--- config.mk ---
export PLATFORM = sky130hd
export DESIGN_NAME = rsfs_top
export DESIGN_NICKNAME = d
export VERILOG_FILES = /design/src/logic/rsfs_pkg.sv /design/src/logic/rsfs_rail.sv /design/src/logic/rsfs_top.sv
export SDC_FILE = /design/constraint.sdc
export NUM_CORES = 1
export LEC_CHECK = 0
export BUFFER_PORTS_ARGS = -buffer_cell sky130_fd_sc_hd__buf_2
export CORE_ASPECT_RATIO = 0.7
export CORE_MARGIN = 2
export CORE_UTILIZATION = 45
export CTS_CLUSTER_DIAMETER = 40
export CTS_CLUSTER_SIZE = 30
export DETAILED_ROUTE_END_ITERATION = 6
export PLACE_DENSITY_LB_ADDON = 0.12
export SLEW_MARGIN = 20
export SYNTH_ARGS = -nofsm -noshare
export SYNTH_HDL_FRONTEND = slang
export SYNTH_SLANG_ARGS = --single-unit
--- constraint.sdc ---
create_clock -name core_clk -period 3 [get_ports core_clk]
set_input_delay 0.15 -clock core_clk [delete_from_list [all_inputs] [get_ports core_clk]]
set_output_delay 0.15 -clock core_clk [all_outputs]
set_load 0.005 [all_outputs]
--- src/logic/rsfs_pkg.sv ---
// Purpose: Shared constants and types for the rail sequencing fault supervisor
// Assumes: core_clk at 50 MHz, synchronous active-low reset
// Notes:   Register offsets are word indices on the plain register port
package rsfs_pkg;
   localparam int unsigned CLK_HZ        = 50_000_000;
   localparam int unsigned TICK_US       = 1;
   localparam int unsigned TICK_CYC      = CLK_HZ / 1_000_000 * TICK_US;
   localparam int unsigned PG_DELAY_US   = 2000;
   localparam int unsigned OC_TRIP_COUNT = 7;
   localparam int unsigned HICCUP_MULT   = 7;
   localparam int unsigned JT_SHDN_DEGC  = 160;
   localparam int unsigned JT_RSTR_DEGC  = 140;

   localparam logic [3:0] ADR_ONOFF_CFG = 4'h0;
   localparam logic [3:0] ADR_OPERATION = 4'h1;
   localparam logic [3:0] ADR_TON_DLY   = 4'h2;
   localparam logic [3:0] ADR_TON_RISE  = 4'h3;
   localparam logic [3:0] ADR_TOFF_DLY  = 4'h4;
   localparam logic [3:0] ADR_MISC_CFG  = 4'h5;
   localparam logic [3:0] ADR_STATE     = 4'h6;
   localparam logic [3:0] ADR_IRQ_STAT  = 4'h7;
   localparam logic [3:0] ADR_IRQ_MASK  = 4'h8;

   // On/off config field layout per rail byte
   localparam int unsigned ONOFF_USE_PIN = 0;
   localparam int unsigned ONOFF_USE_CMD = 1;
   localparam logic [7:0]  ONOFF_RST     = 8'h03;
   // Misc config bits
   localparam int unsigned MISC_RESTART  = 0;
   localparam int unsigned MISC_PGDLY_EN = 1;
   localparam logic [7:0]  MISC_RST      = 8'h03;
   localparam logic [15:0] TIME_RST      = 16'h0000;
   localparam logic [15:0] RISE_RST      = 16'h0bb8;

   typedef enum logic [1:0] {
      RSFS_MODE_DUAL,
      RSFS_MODE_TWO_PHASE,
      RSFS_MODE_MULTI_MASTER,
      RSFS_MODE_MULTI_SLAVE
   } rsfs_mode_t;

   typedef struct packed {
      logic oc;
      logic uv_in;
      logic uv_out;
      logic ov_out;
      logic mos_ot;
      logic in_window;
   } rsfs_sense_t;

   typedef struct packed {
      logic hs_on;
      logic ls_on;
      logic pg;
   } rsfs_drive_t;

   typedef struct packed {
      logic [3:0]  addr;
      logic [15:0] wdata;
      logic        wr;
      logic        rd;
   } rsfs_bus_t;
endpackage

--- src/logic/rsfs_rail.sv ---
// Purpose: One rail sequencer with fault handling
// Assumes: Sense inputs synchronous to core_clk; tick is a 1 us enable
// Notes:   Times are in microsecond ticks
`timescale 1ns/1ps
module rsfs_rail
   import rsfs_pkg::*;
(
   input  wire logic        core_clk,
   input  wire logic        rst_n,
   input  wire logic        tick,
   input  wire logic        start_ok,
   input  wire logic        is_slave,
   input  wire logic        restart_en,
   input  wire logic        pg_dly_en,
   input  wire logic        jt_hot,
   input  wire logic        fault_ext,
   input  wire logic [15:0] ton_dly,
   input  wire logic [15:0] ton_rise,
   input  wire logic [15:0] toff_dly,
   input  wire rsfs_sense_t sense,
   output rsfs_drive_t      drive,
   output logic             fault_pull,
   output logic             on_evt,
   output logic             flt_evt,
   output logic [2:0]       state_code
);
   typedef enum logic [2:0] {
      RS_OFF, RS_DLY, RS_RISE, RS_ON, RS_TOFF, RS_FLT, RS_OVL
   } rsfs_rstate_t;

   rsfs_rstate_t state_r;
   logic [18:0]  cnt_r;
   logic [2:0]   oc_r;
   logic [11:0]  pgc_r;
   logic         mos_hot_r;
   logic         pg_r;
   logic         own_flt;
   logic         ss_done;

   assign ss_done = (state_r == RS_ON);
   // Output UV ignored until soft-start ends; slaves skip output
   assign own_flt = sense.uv_in | (ss_done & ~is_slave & sense.uv_out)
                  | sense.mos_ot | (oc_r == 3'(OC_TRIP_COUNT - 1) & sense.oc & ss_done);

   always_ff @(posedge core_clk) begin
      if (!rst_n) begin
         oc_r <= '0;
      end else if (!ss_done || !sense.oc) begin
         oc_r <= '0;                                  // Cycle-by-cycle only in soft-start
      end else if (tick && oc_r != 3'(OC_TRIP_COUNT - 1)) begin
         oc_r <= oc_r + 3'd1;                          // Consecutive OC counts
      end
   end

   always_ff @(posedge core_clk) begin
      if (!rst_n) begin
         mos_hot_r <= 1'b0;
      end else if (sense.mos_ot) begin
         mos_hot_r <= 1'b1;                            // Restart waits for hysteresis
      end else if (tick) begin
         mos_hot_r <= 1'b0;
      end
   end

   always_ff @(posedge core_clk) begin
      if (!rst_n) begin
         state_r <= RS_OFF;
         cnt_r   <= '0;
      end else begin
         unique case (state_r)
            RS_OFF: begin
               if (start_ok && !fault_ext && !jt_hot && !mos_hot_r) begin
                  state_r <= RS_DLY;
                  cnt_r   <= {3'd0, ton_dly};
               end
            end
            RS_DLY, RS_RISE: begin
               if (sense.ov_out && !is_slave) begin
                  state_r <= RS_OVL;                 // Fixed OV acts in delay, rise, on and turn-off on masters
               end else if (jt_hot || fault_ext || own_flt) begin
                  state_r <= RS_FLT;
                  cnt_r   <= 19'(ton_rise) * 19'(HICCUP_MULT);
               end else if (!start_ok) begin
                  state_r <= RS_OFF;
               end else if (cnt_r == '0) begin
                  state_r <= (state_r == RS_DLY) ? RS_RISE : RS_ON;
                  cnt_r   <= {3'd0, ton_rise};
               end else if (tick) begin
                  cnt_r <= cnt_r - 19'd1;
               end
            end
            RS_ON: begin
               if (sense.ov_out && !is_slave) begin
                  state_r <= RS_OVL;
               end else if (jt_hot || fault_ext || own_flt) begin
                  state_r <= RS_FLT;
                  cnt_r   <= 19'(ton_rise) * 19'(HICCUP_MULT);
               end else if (!start_ok) begin
                  state_r <= RS_TOFF;
                  cnt_r   <= {3'd0, toff_dly};
               end
            end
            RS_TOFF: begin
               // New turn-on ignored until delay expires and output is off
               if (sense.ov_out && !is_slave) begin
                  state_r <= RS_OVL;
               end else if (jt_hot || fault_ext || own_flt) begin
                  state_r <= RS_FLT;
                  cnt_r   <= 19'(ton_rise) * 19'(HICCUP_MULT);
               end else if (cnt_r == '0) begin
                  state_r <= RS_OFF;
               end else if (tick) begin
                  cnt_r <= cnt_r - 19'd1;
               end
            end
            RS_FLT: begin
               // Hiccup restart only after every phase frees the shared line
               if (cnt_r != '0) begin
                  if (tick) begin
                     cnt_r <= cnt_r - 19'd1;
                  end
               end else if (!start_ok) begin
                  state_r <= RS_OFF;
               end else if (restart_en && !fault_ext && !jt_hot && !mos_hot_r) begin
                  state_r <= RS_OFF;
               end
            end
            RS_OVL: begin
               if (!start_ok) begin
                  state_r <= RS_OFF;                 // Cleared by pin or command toggle
               end
            end
            default: state_r <= RS_OFF;
         endcase
      end
   end

   always_ff @(posedge core_clk) begin
      if (!rst_n) begin
         pgc_r <= '0;
         pg_r  <= 1'b0;
      end else if (!ss_done || !sense.in_window) begin
         pgc_r <= '0;
         pg_r  <= 1'b0;                              // Drops at once out of window
      end else if (!pg_dly_en || pgc_r == 12'(PG_DELAY_US)) begin
         pg_r  <= 1'b1;
      end else if (tick) begin
         pgc_r <= pgc_r + 12'd1;
      end
   end

   assign drive.hs_on = (state_r == RS_RISE) || (state_r == RS_ON) || (state_r == RS_TOFF);
   assign drive.ls_on = drive.hs_on || (state_r == RS_OVL);
   assign drive.pg    = pg_r;
   assign fault_pull  = (state_r == RS_FLT) && (own_flt || cnt_r != '0);
   assign on_evt      = (state_r == RS_RISE) && (cnt_r == '0);
   assign flt_evt     = (state_r != RS_FLT) && (state_r != RS_OVL) && (state_r != RS_OFF)
                      && (jt_hot || fault_ext || own_flt || sense.ov_out);
   assign state_code  = state_r;
endmodule // rsfs_rail

--- src/logic/rsfs_top.sv ---
// Purpose: Two-rail sequencing and fault supervisor with register port
// Assumes: All inputs synchronous to core_clk
// Notes:   Shared fault lines are open drain, three signals each
`timescale 1ns/1ps
module rsfs_top
   import rsfs_pkg::*;
(
   input  wire logic             core_clk,
   input  wire logic             rst_n,
   input  wire rsfs_bus_t        bus,
   output logic [15:0]           rdata,
   input  wire logic [1:0]       rail_control_pin,
   input  wire logic [7:0]       junction_temp,
   input  wire rsfs_mode_t       phase_mode,
   input  wire rsfs_sense_t [1:0] sense,
   input  wire logic [1:0]       shared_fault_line_i,
   output logic [1:0]            shared_fault_line_o,
   output logic [1:0]            shared_fault_line_oe,
   output rsfs_drive_t [1:0]     drive,
   output logic [1:0]            output_in_window_flag,
   output logic                  junction_overtemp_fault,
   output logic                  irq
);
   logic [15:0] onoff_r;
   logic [1:0]  oper_r;
   logic [15:0] ton_dly_r  [2];
   logic [15:0] ton_rise_r [2];
   logic [15:0] toff_dly_r [2];
   logic [7:0]  misc_r;
   logic [5:0]  irq_stat_r;
   logic [5:0]  irq_mask_r;
   logic [5:0]  irq_set;
   logic [5:0]  tick_r;
   logic        tick;
   logic        jt_hot_r;
   logic [1:0]  pull;
   logic [1:0]  on_evt;
   logic [1:0]  flt_evt;
   logic [2:0]  st [2];
   logic [1:0]  slave;
   logic        rd_stat;

   function automatic logic hit(input rsfs_bus_t b, input logic [3:0] a);
      hit = b.wr && (b.addr == a);
   endfunction

   always_ff @(posedge core_clk) begin
      if (!rst_n || tick_r == 6'(TICK_CYC - 1)) begin
         tick_r <= '0;
      end else begin
         tick_r <= tick_r + 6'd1;
      end
   end
   assign tick = (tick_r == 6'(TICK_CYC - 1));

   always_ff @(posedge core_clk) begin
      if (!rst_n) begin
         jt_hot_r <= 1'b0;
      end else if (junction_temp >= 8'(JT_SHDN_DEGC)) begin
         jt_hot_r <= 1'b1;                           // PWM off when hot
      end else if (junction_temp <= 8'(JT_RSTR_DEGC)) begin
         jt_hot_r <= 1'b0;                           // Soft-start again when cool
      end
   end
   assign junction_overtemp_fault = jt_hot_r;

   always_ff @(posedge core_clk) begin
      if (!rst_n) begin
         onoff_r <= {ONOFF_RST, ONOFF_RST};
         oper_r  <= 2'b00;
         misc_r  <= MISC_RST;
         irq_mask_r <= '0;
      end else begin
         if (hit(bus, ADR_ONOFF_CFG)) onoff_r <= bus.wdata;
         if (hit(bus, ADR_OPERATION)) oper_r <= bus.wdata[1:0];
         if (hit(bus, ADR_MISC_CFG)) misc_r <= bus.wdata[7:0];
         if (hit(bus, ADR_IRQ_MASK)) irq_mask_r <= bus.wdata[5:0];
      end
   end

   // Writes set both rails alike, since multi-phase needs matched timing
   for (genvar i = 0; i < 2; i++) begin : g_time
      always_ff @(posedge core_clk) begin
         if (!rst_n) begin
            ton_dly_r[i]  <= TIME_RST;
            ton_rise_r[i] <= RISE_RST;
            toff_dly_r[i] <= TIME_RST;
         end else begin
            if (hit(bus, ADR_TON_DLY)) ton_dly_r[i] <= bus.wdata;
            if (hit(bus, ADR_TON_RISE)) ton_rise_r[i] <= bus.wdata;
            if (hit(bus, ADR_TOFF_DLY)) toff_dly_r[i] <= bus.wdata;
         end
      end
   end

   // Channel roles per mode; only in two-phase mode does the slave follow channel 1's enable and settings
   assign slave[0] = (phase_mode == RSFS_MODE_MULTI_SLAVE);
   assign slave[1] = (phase_mode != RSFS_MODE_DUAL);

   for (genvar i = 0; i < 2; i++) begin : g_rail
      logic [7:0] cfg;
      logic       start_ok;
      int unsigned src;
      assign src = (phase_mode == RSFS_MODE_TWO_PHASE && i == 1) ? 0 : i;
      assign cfg = onoff_r[8*src +: 8];
      assign start_ok = ~sense[i].uv_in
                      & (~cfg[ONOFF_USE_PIN] | rail_control_pin[src])
                      & (~cfg[ONOFF_USE_CMD] | oper_r[src]);

      rsfs_rail u_rail (
         .core_clk   (core_clk),
         .rst_n      (rst_n),
         .tick       (tick),
         .start_ok   (start_ok),
         .is_slave   (slave[i]),
         .restart_en (misc_r[MISC_RESTART]),
         .pg_dly_en  (misc_r[MISC_PGDLY_EN]),
         .jt_hot     (jt_hot_r),
         .fault_ext  (~shared_fault_line_i[i]),
         .ton_dly    (ton_dly_r[i]),
         .ton_rise   (ton_rise_r[i]),
         .toff_dly   (toff_dly_r[i]),
         .sense      (sense[i]),
         .drive      (drive[i]),
         .fault_pull (pull[i]),
         .on_evt     (on_evt[i]),
         .flt_evt    (flt_evt[i]),
         .state_code (st[i])
      );
      assign shared_fault_line_o[i]  = 1'b0;
      assign shared_fault_line_oe[i] = pull[i];
      assign output_in_window_flag[i] = drive[i].pg;
   end

   assign irq_set = {jt_hot_r, 1'b0, flt_evt, on_evt};
   assign rd_stat = bus.rd && (bus.addr == ADR_IRQ_STAT);

   // Set wins over the read-clear so no event is lost
   always_ff @(posedge core_clk) begin
      if (!rst_n) begin
         irq_stat_r <= '0;
      end else begin
         irq_stat_r <= (rd_stat ? 6'd0 : irq_stat_r) | irq_set;
      end
   end
   assign irq = |(irq_stat_r & irq_mask_r);

   always_ff @(posedge core_clk) begin
      if (!rst_n) begin
         rdata <= '0;
      end else if (bus.rd) begin
         unique case (bus.addr)
            ADR_ONOFF_CFG: rdata <= onoff_r;
            ADR_OPERATION: rdata <= {14'd0, oper_r};
            ADR_TON_DLY:   rdata <= ton_dly_r[0];
            ADR_TON_RISE:  rdata <= ton_rise_r[0];
            ADR_TOFF_DLY:  rdata <= toff_dly_r[0];
            ADR_MISC_CFG:  rdata <= {8'd0, misc_r};
            ADR_STATE:     rdata <= {7'd0, jt_hot_r, 2'd0, st[1], st[0]};
            ADR_IRQ_STAT:  rdata <= {10'd0, irq_stat_r};
            ADR_IRQ_MASK:  rdata <= {10'd0, irq_mask_r};
            default:       rdata <= '0;
         endcase
      end else begin
         rdata <= '0;
      end
   end
endmodule // rsfs_top

# == Word level (Yosys, flattened, before mapping) ==
# Memory sizes are Yosys's and may differ from the RTL's.
# Index checks and enable logic that the tools add are counted.
# op_classes
add_sub_neg,7
multipliers,2
n_lt_le_gt_ge,3
eq_ne,61
shift,1
mux,90
bitwise_logic,43
reduce_logical,97
# ops
op,n
$mux W19,26
$pmux W19 S5,2
$pmux W16 S9,1
$mux W16,6
$mux W3,30
$logic_not A19 Y1,2
$mul A16 B3 Y19 const B,2
$reduce_bool A19 Y1,2
$sub A19 B1 Y19 const B,2
$ne A3 B3 Y1 const B,12
$pmux W3 S6,2
$logic_and A1 B1 Y1,34
$add A12 B1 Y12 const B,2
$eq A12 B11 Y1 const B,2
$eq A3 B3 Y1 const B,8
$ne A2 B2 Y1 const B,12
$mux W1,22
$logic_or A1 B1 Y1,21
$reduce_and A9 Y1,2
$eq A4 B3 Y1 const B,4
$or A1 B1 Y1,16
$shiftx A16 B5 Y2,1
$reduce_and A7 Y1,2
$logic_not A1 Y1,13
other kinds (31),78
# totals
reg_bits,139
ramBits,96
input_bits,50
out_inout_bits,30
word_cells,327
mem_count,3
# mem_list
name,depth,word_bits,rd,rd_ports_with_merged_regs,wr,line,text
toff_dly_r,2,16,2,0,2,rsfs_top.sv:28,logic [15:0] toff_dly_r [2];
ton_dly_r,2,16,2,0,2,rsfs_top.sv:26,logic [15:0] ton_dly_r [2];
ton_rise_r,2,16,2,0,2,rsfs_top.sv:27,logic [15:0] ton_rise_r [2];

# == Depth between registers and ports, before layout ==
# depth
ltp_word,12
ltp_mapped,12
ltp_nobuf,12

# == Modules after synthesis ==
# A second synthesis with hierarchy kept.
# hier_totals
hier_cells,1539
area_unflattened_um2,13266.5
# modules_own_cells
mod,n_inst,cells_per_inst,area_each_um2,seq_area_each_um2
rsfs_top,1,482,5089.9,2642.5
rsfs_rail at g_rail[1].u_rail,1,535,4139.0,780.7
rsfs_rail at g_rail[0].u_rail,1,522,4037.6,780.7

# == Least setup slack after synthesis ==
# No wires, ideal clock.
# synth_timing
path_kind,reg-to-reg
from,memory ton_rise_r[0][0]
to,register g_rail[0].u_rail.cnt_r[16]
setup_ns,0.117
arrival_time_ns,2.918
required_time_ns,2.883
setup_slack_ns,-0.035
path_stages_with_launch,13
n_path_buf,0
synth_period_minus_slack_ns,3.035
path_cell_list,edfxtp_1 -> fa_1 -> ha_1 -> inv_1 -> fa_1 -> nor2b_1 -> o31a_1 -> o211ai_1 -> a31oi_1 -> a31oi_1 -> xnor2_1 -> o211ai_1 -> a32o_1
# synth_lines
item,line,text
"start, declared",rsfs_top.sv:27,
"end signal, assigned",rsfs_rail.sv:74,"cnt_r <= {3'd0, ton_dly};"
"end signal, assigned",rsfs_rail.sv:82,cnt_r <= 19'(ton_rise) * 19'(HICCUP_MULT);
"end signal, assigned",rsfs_rail.sv:87,"cnt_r <= {3'd0, ton_rise};"
"end, declared",rsfs_rail.sv:32,logic [18:0] cnt_r;

==> out/qor.txt <==
Cts bufs inserted: 17
Die H: 142 µm
Die extent in x: 201 µm
Sequential area share after synthesis: 34.5%
CP top delay family: compound AO/OA/AOI/OAI gates
RSZ-0062 raised after global routing: true
Mux share of post-synthesis cell area: 2.29%
Design Power: 11.3 mW
Largest net degree at the start of global routing: 42
Vias in the first global route: 11500
Final max-slew violation count: 0
CP Data Arrival Time: 3.52 ns
Final Hold Fails: 0
Top cell type by total area after synthesis: dfxtp_1
Clk_skew: 0.00987 ns
Worst Setup Start Kind: flip-flop
Kind of critical path: flip-flop to flip-flop
Slowest cell on crit path: fa_1
Slowest cell delay on critical path: 0.57 ns
Initial detailed-routing violation count: 1712
Required time worst endpoint: 3.35 ns
Syn-to-layout area delta: 24.0%
Max frequency: 0.316 GHz
Worst vdd ir: 0.424 mV
Slew HR: 45.8%
Post-synthesis xor/xnor area fraction: 4.68%
Cells after Synth: 1490
First-pass GRT wire length: 73200 µm
Clock root buffer master: clkbuf_16
TNS Setup: -0.931 ns
ANT nets after route: 0
Cell Pwr Density: 747 mW/mm²
Failing checks: negative setup slack
Fraction of layout cells with a size suffix above 1: 21.0%
Cell with the most instances after synthesis: nand2_1
Die area: 0.0284 mm²
H-tree lvl count: 4
Via density: 6.16
DPL Wire Length: 37500 µm
Post-synth top area share: 22.7%
Final worst slack: -0.169 ns
Synth Area in Compound Gates: 24.1%
Synthesis Warnings: 0
Worst-Margin Slew: 0.812 ns
Post-DR wirelength/cell: 23.8 µm
Core footprint: 0.0267 mm²
Post-Syn Area per Cell: 8.17 µm²
FFs w/ async S/R, synth: 0%
Post-synth EDFFs: 48
Crit path cell chain: buf_6 > fa_1 > ha_4 > nor2b_4 > o31a_1 > o211ai_1 > a31oi_1 > buf_4 > a31oi_4 > xnor2_2 > o211ai_1 > a32o_1
IO buf count: 77
Ys flop type: dfxtp_1
Final instance area: 0.0151 mm²
GRT overflow: 0
MaxCap Viol Count: 0
Tightest Hold Check Type: primary input to flip-flop
WP buf/inv: 2
Total global-route track usage: 34.5%
Starting Density: 45.7%
TritonCTS clock tree: yes
Core Rows: 50
Synth top area cells: dfxtp_1 (23%), edfxtp_1 (12%), nand2_1 (5.1%)
Final setup viols: 11
Area share of fa/ha/maj cells after synthesis: 5.88%
Crit end category: flip-flop
Tmin final: 3.17 ns
Synth Area in Simple Gates: 24.1%
Vias: 12700
Mapped Area: 0.0122 mm²
Top post-synthesis cells by count: nand2_1 (167), nor2_1 (142), dfxtp_1 (138)
Initial antenna violation count: 0
Outcome: complete, but fails checks
Largest family of logic cells by synthesized area: simple AND/OR/NAND/NOR gates
Synth unique cells: 84
Clock Tree Buf Depth: 2
Num ports: 80
Cell mode on critical path: o211ai_1
Final core utilization: 56.6%
Clock transition at the registers of the reported paths: 0.08 ns
Largest fanout on the critical path: 5
CTS Sinks: 186
Post-synthesis register bit count: 186
Routed wire length: 49200 µm
Detailed Routing Iterations Pass 1: 7
Post-DP Area: 0.0139 mm²
Clock latency on the worst-skew pair: 0.46 ns
Fin nets: 1784
Routability cong.: 0.997
Fin crit share: 106%
LEAKAGE: 5.78 nW
DR DRC count: 0
-- metal layers --
metal  share of wire [%]  global-route usage (%)  vias to the layer above
met5                0.19                    2.89                        -
met4                 3.1                    11.6                        2
met3                  13                    12.9                      109
met2                  38                    46.3                      759
met1                  45                    49.8                     5978
li1                    -                       -                     5886
-- stage by stage --
step	hold slack, ns	setup WS [ns]	instances
finish	0.0339	-0.169	2066
global route	0.0337	-0.272	2065
CTS	0.00132	-0.146	2063
detailed placement	0.380	-0.336	2001
global placement	0.381	-0.259	2001
floorplan	0.266	-0.000330	1491
-- layout make-up --
type | count | area [µm²]
fillers | 2521 | 11600
multi-input cells | 1175 | 7800
flip-flops and latches | 186 | 4200
repair buffers | 276 | 1950
well taps | 364 | 455
clock buffers | 19 | 433
clock inverters | 13 | 131
inverters | 32 | 120
diodes | 1 | 2.50
-- cell usage in the layout, fill, tap and decap left out, drive strengths merged, types with 35 or more instances in the layout --
master / synthesis / routed
a21oi: 98 / 98
nand3: 63 / 63
dfxtp: 138 / 138
edfxtp: 48 / 48
nor3: 41 / 41
xor2: 35 / 35
and2: 53 / 53
nand2: 167 / 167
nor2: 142 / 142
buf: 30 / 257
o21ai: 103 / 103
-- final timing paths --
check | cells after the start | end | startpoint | slack (ns)
max | 12 | g_rail[0].u_rail.cnt_r[16] | ton_rise_r[0][2] | -0.17
max reg2reg | 12 | g_rail[0].u_rail.cnt_r[16] | ton_rise_r[0][2] | -0.17
min | 3 | onoff_r[1] | bus[3] | 0.03
min reg2reg | 2 | rdata[9] | onoff_r[9] | 0.45
-- logic make-up after synthesis --
family,after synthesis
AOI/OAI and AO/OA,439
xor gates and xnor gates,65
adders and majority gates,48
buffers and inverters,130
DFF,186
muxes,26
other,1
and+or+nand+nor,595
-- report_power, final --
part           total (mW)  leakage [nW]  switching [mW]  internal [mW]
sequential           3.12          1.58           0.320           2.80
combinational        5.93          3.92            3.55           2.38
clock                2.23         0.274            1.13           1.10
total                11.3          5.78            4.99           6.28
-- sequential cells by signal, summed over array words and instances, names as in the netlist, 8 cells and up --
register	count
rdata	16
onoff_r	16
misc_r	8
ton_rise_r	16
toff_dly_r	16
g_rail.u_rail.cnt_r	38
ton_dly_r	16
g_rail.u_rail.pgc_r	24
-- tightest hold or removal path, stage by stage --
cell and delay, ns:
buf_2 0.16, nand2_1 0.07, nand3_1 0.06
-- repair_timing --
item / 4_1_cts / 5_1_grt
setup endpoints to repair: 19 / 26
gates resized for setup: 33 / 35
hold endpoints to repair: 41 / 0
buffers inserted: 12 / 2
pin swaps: 27 / 18
hold buffers: 19 / 0
(Power assumes the default switching activity.)
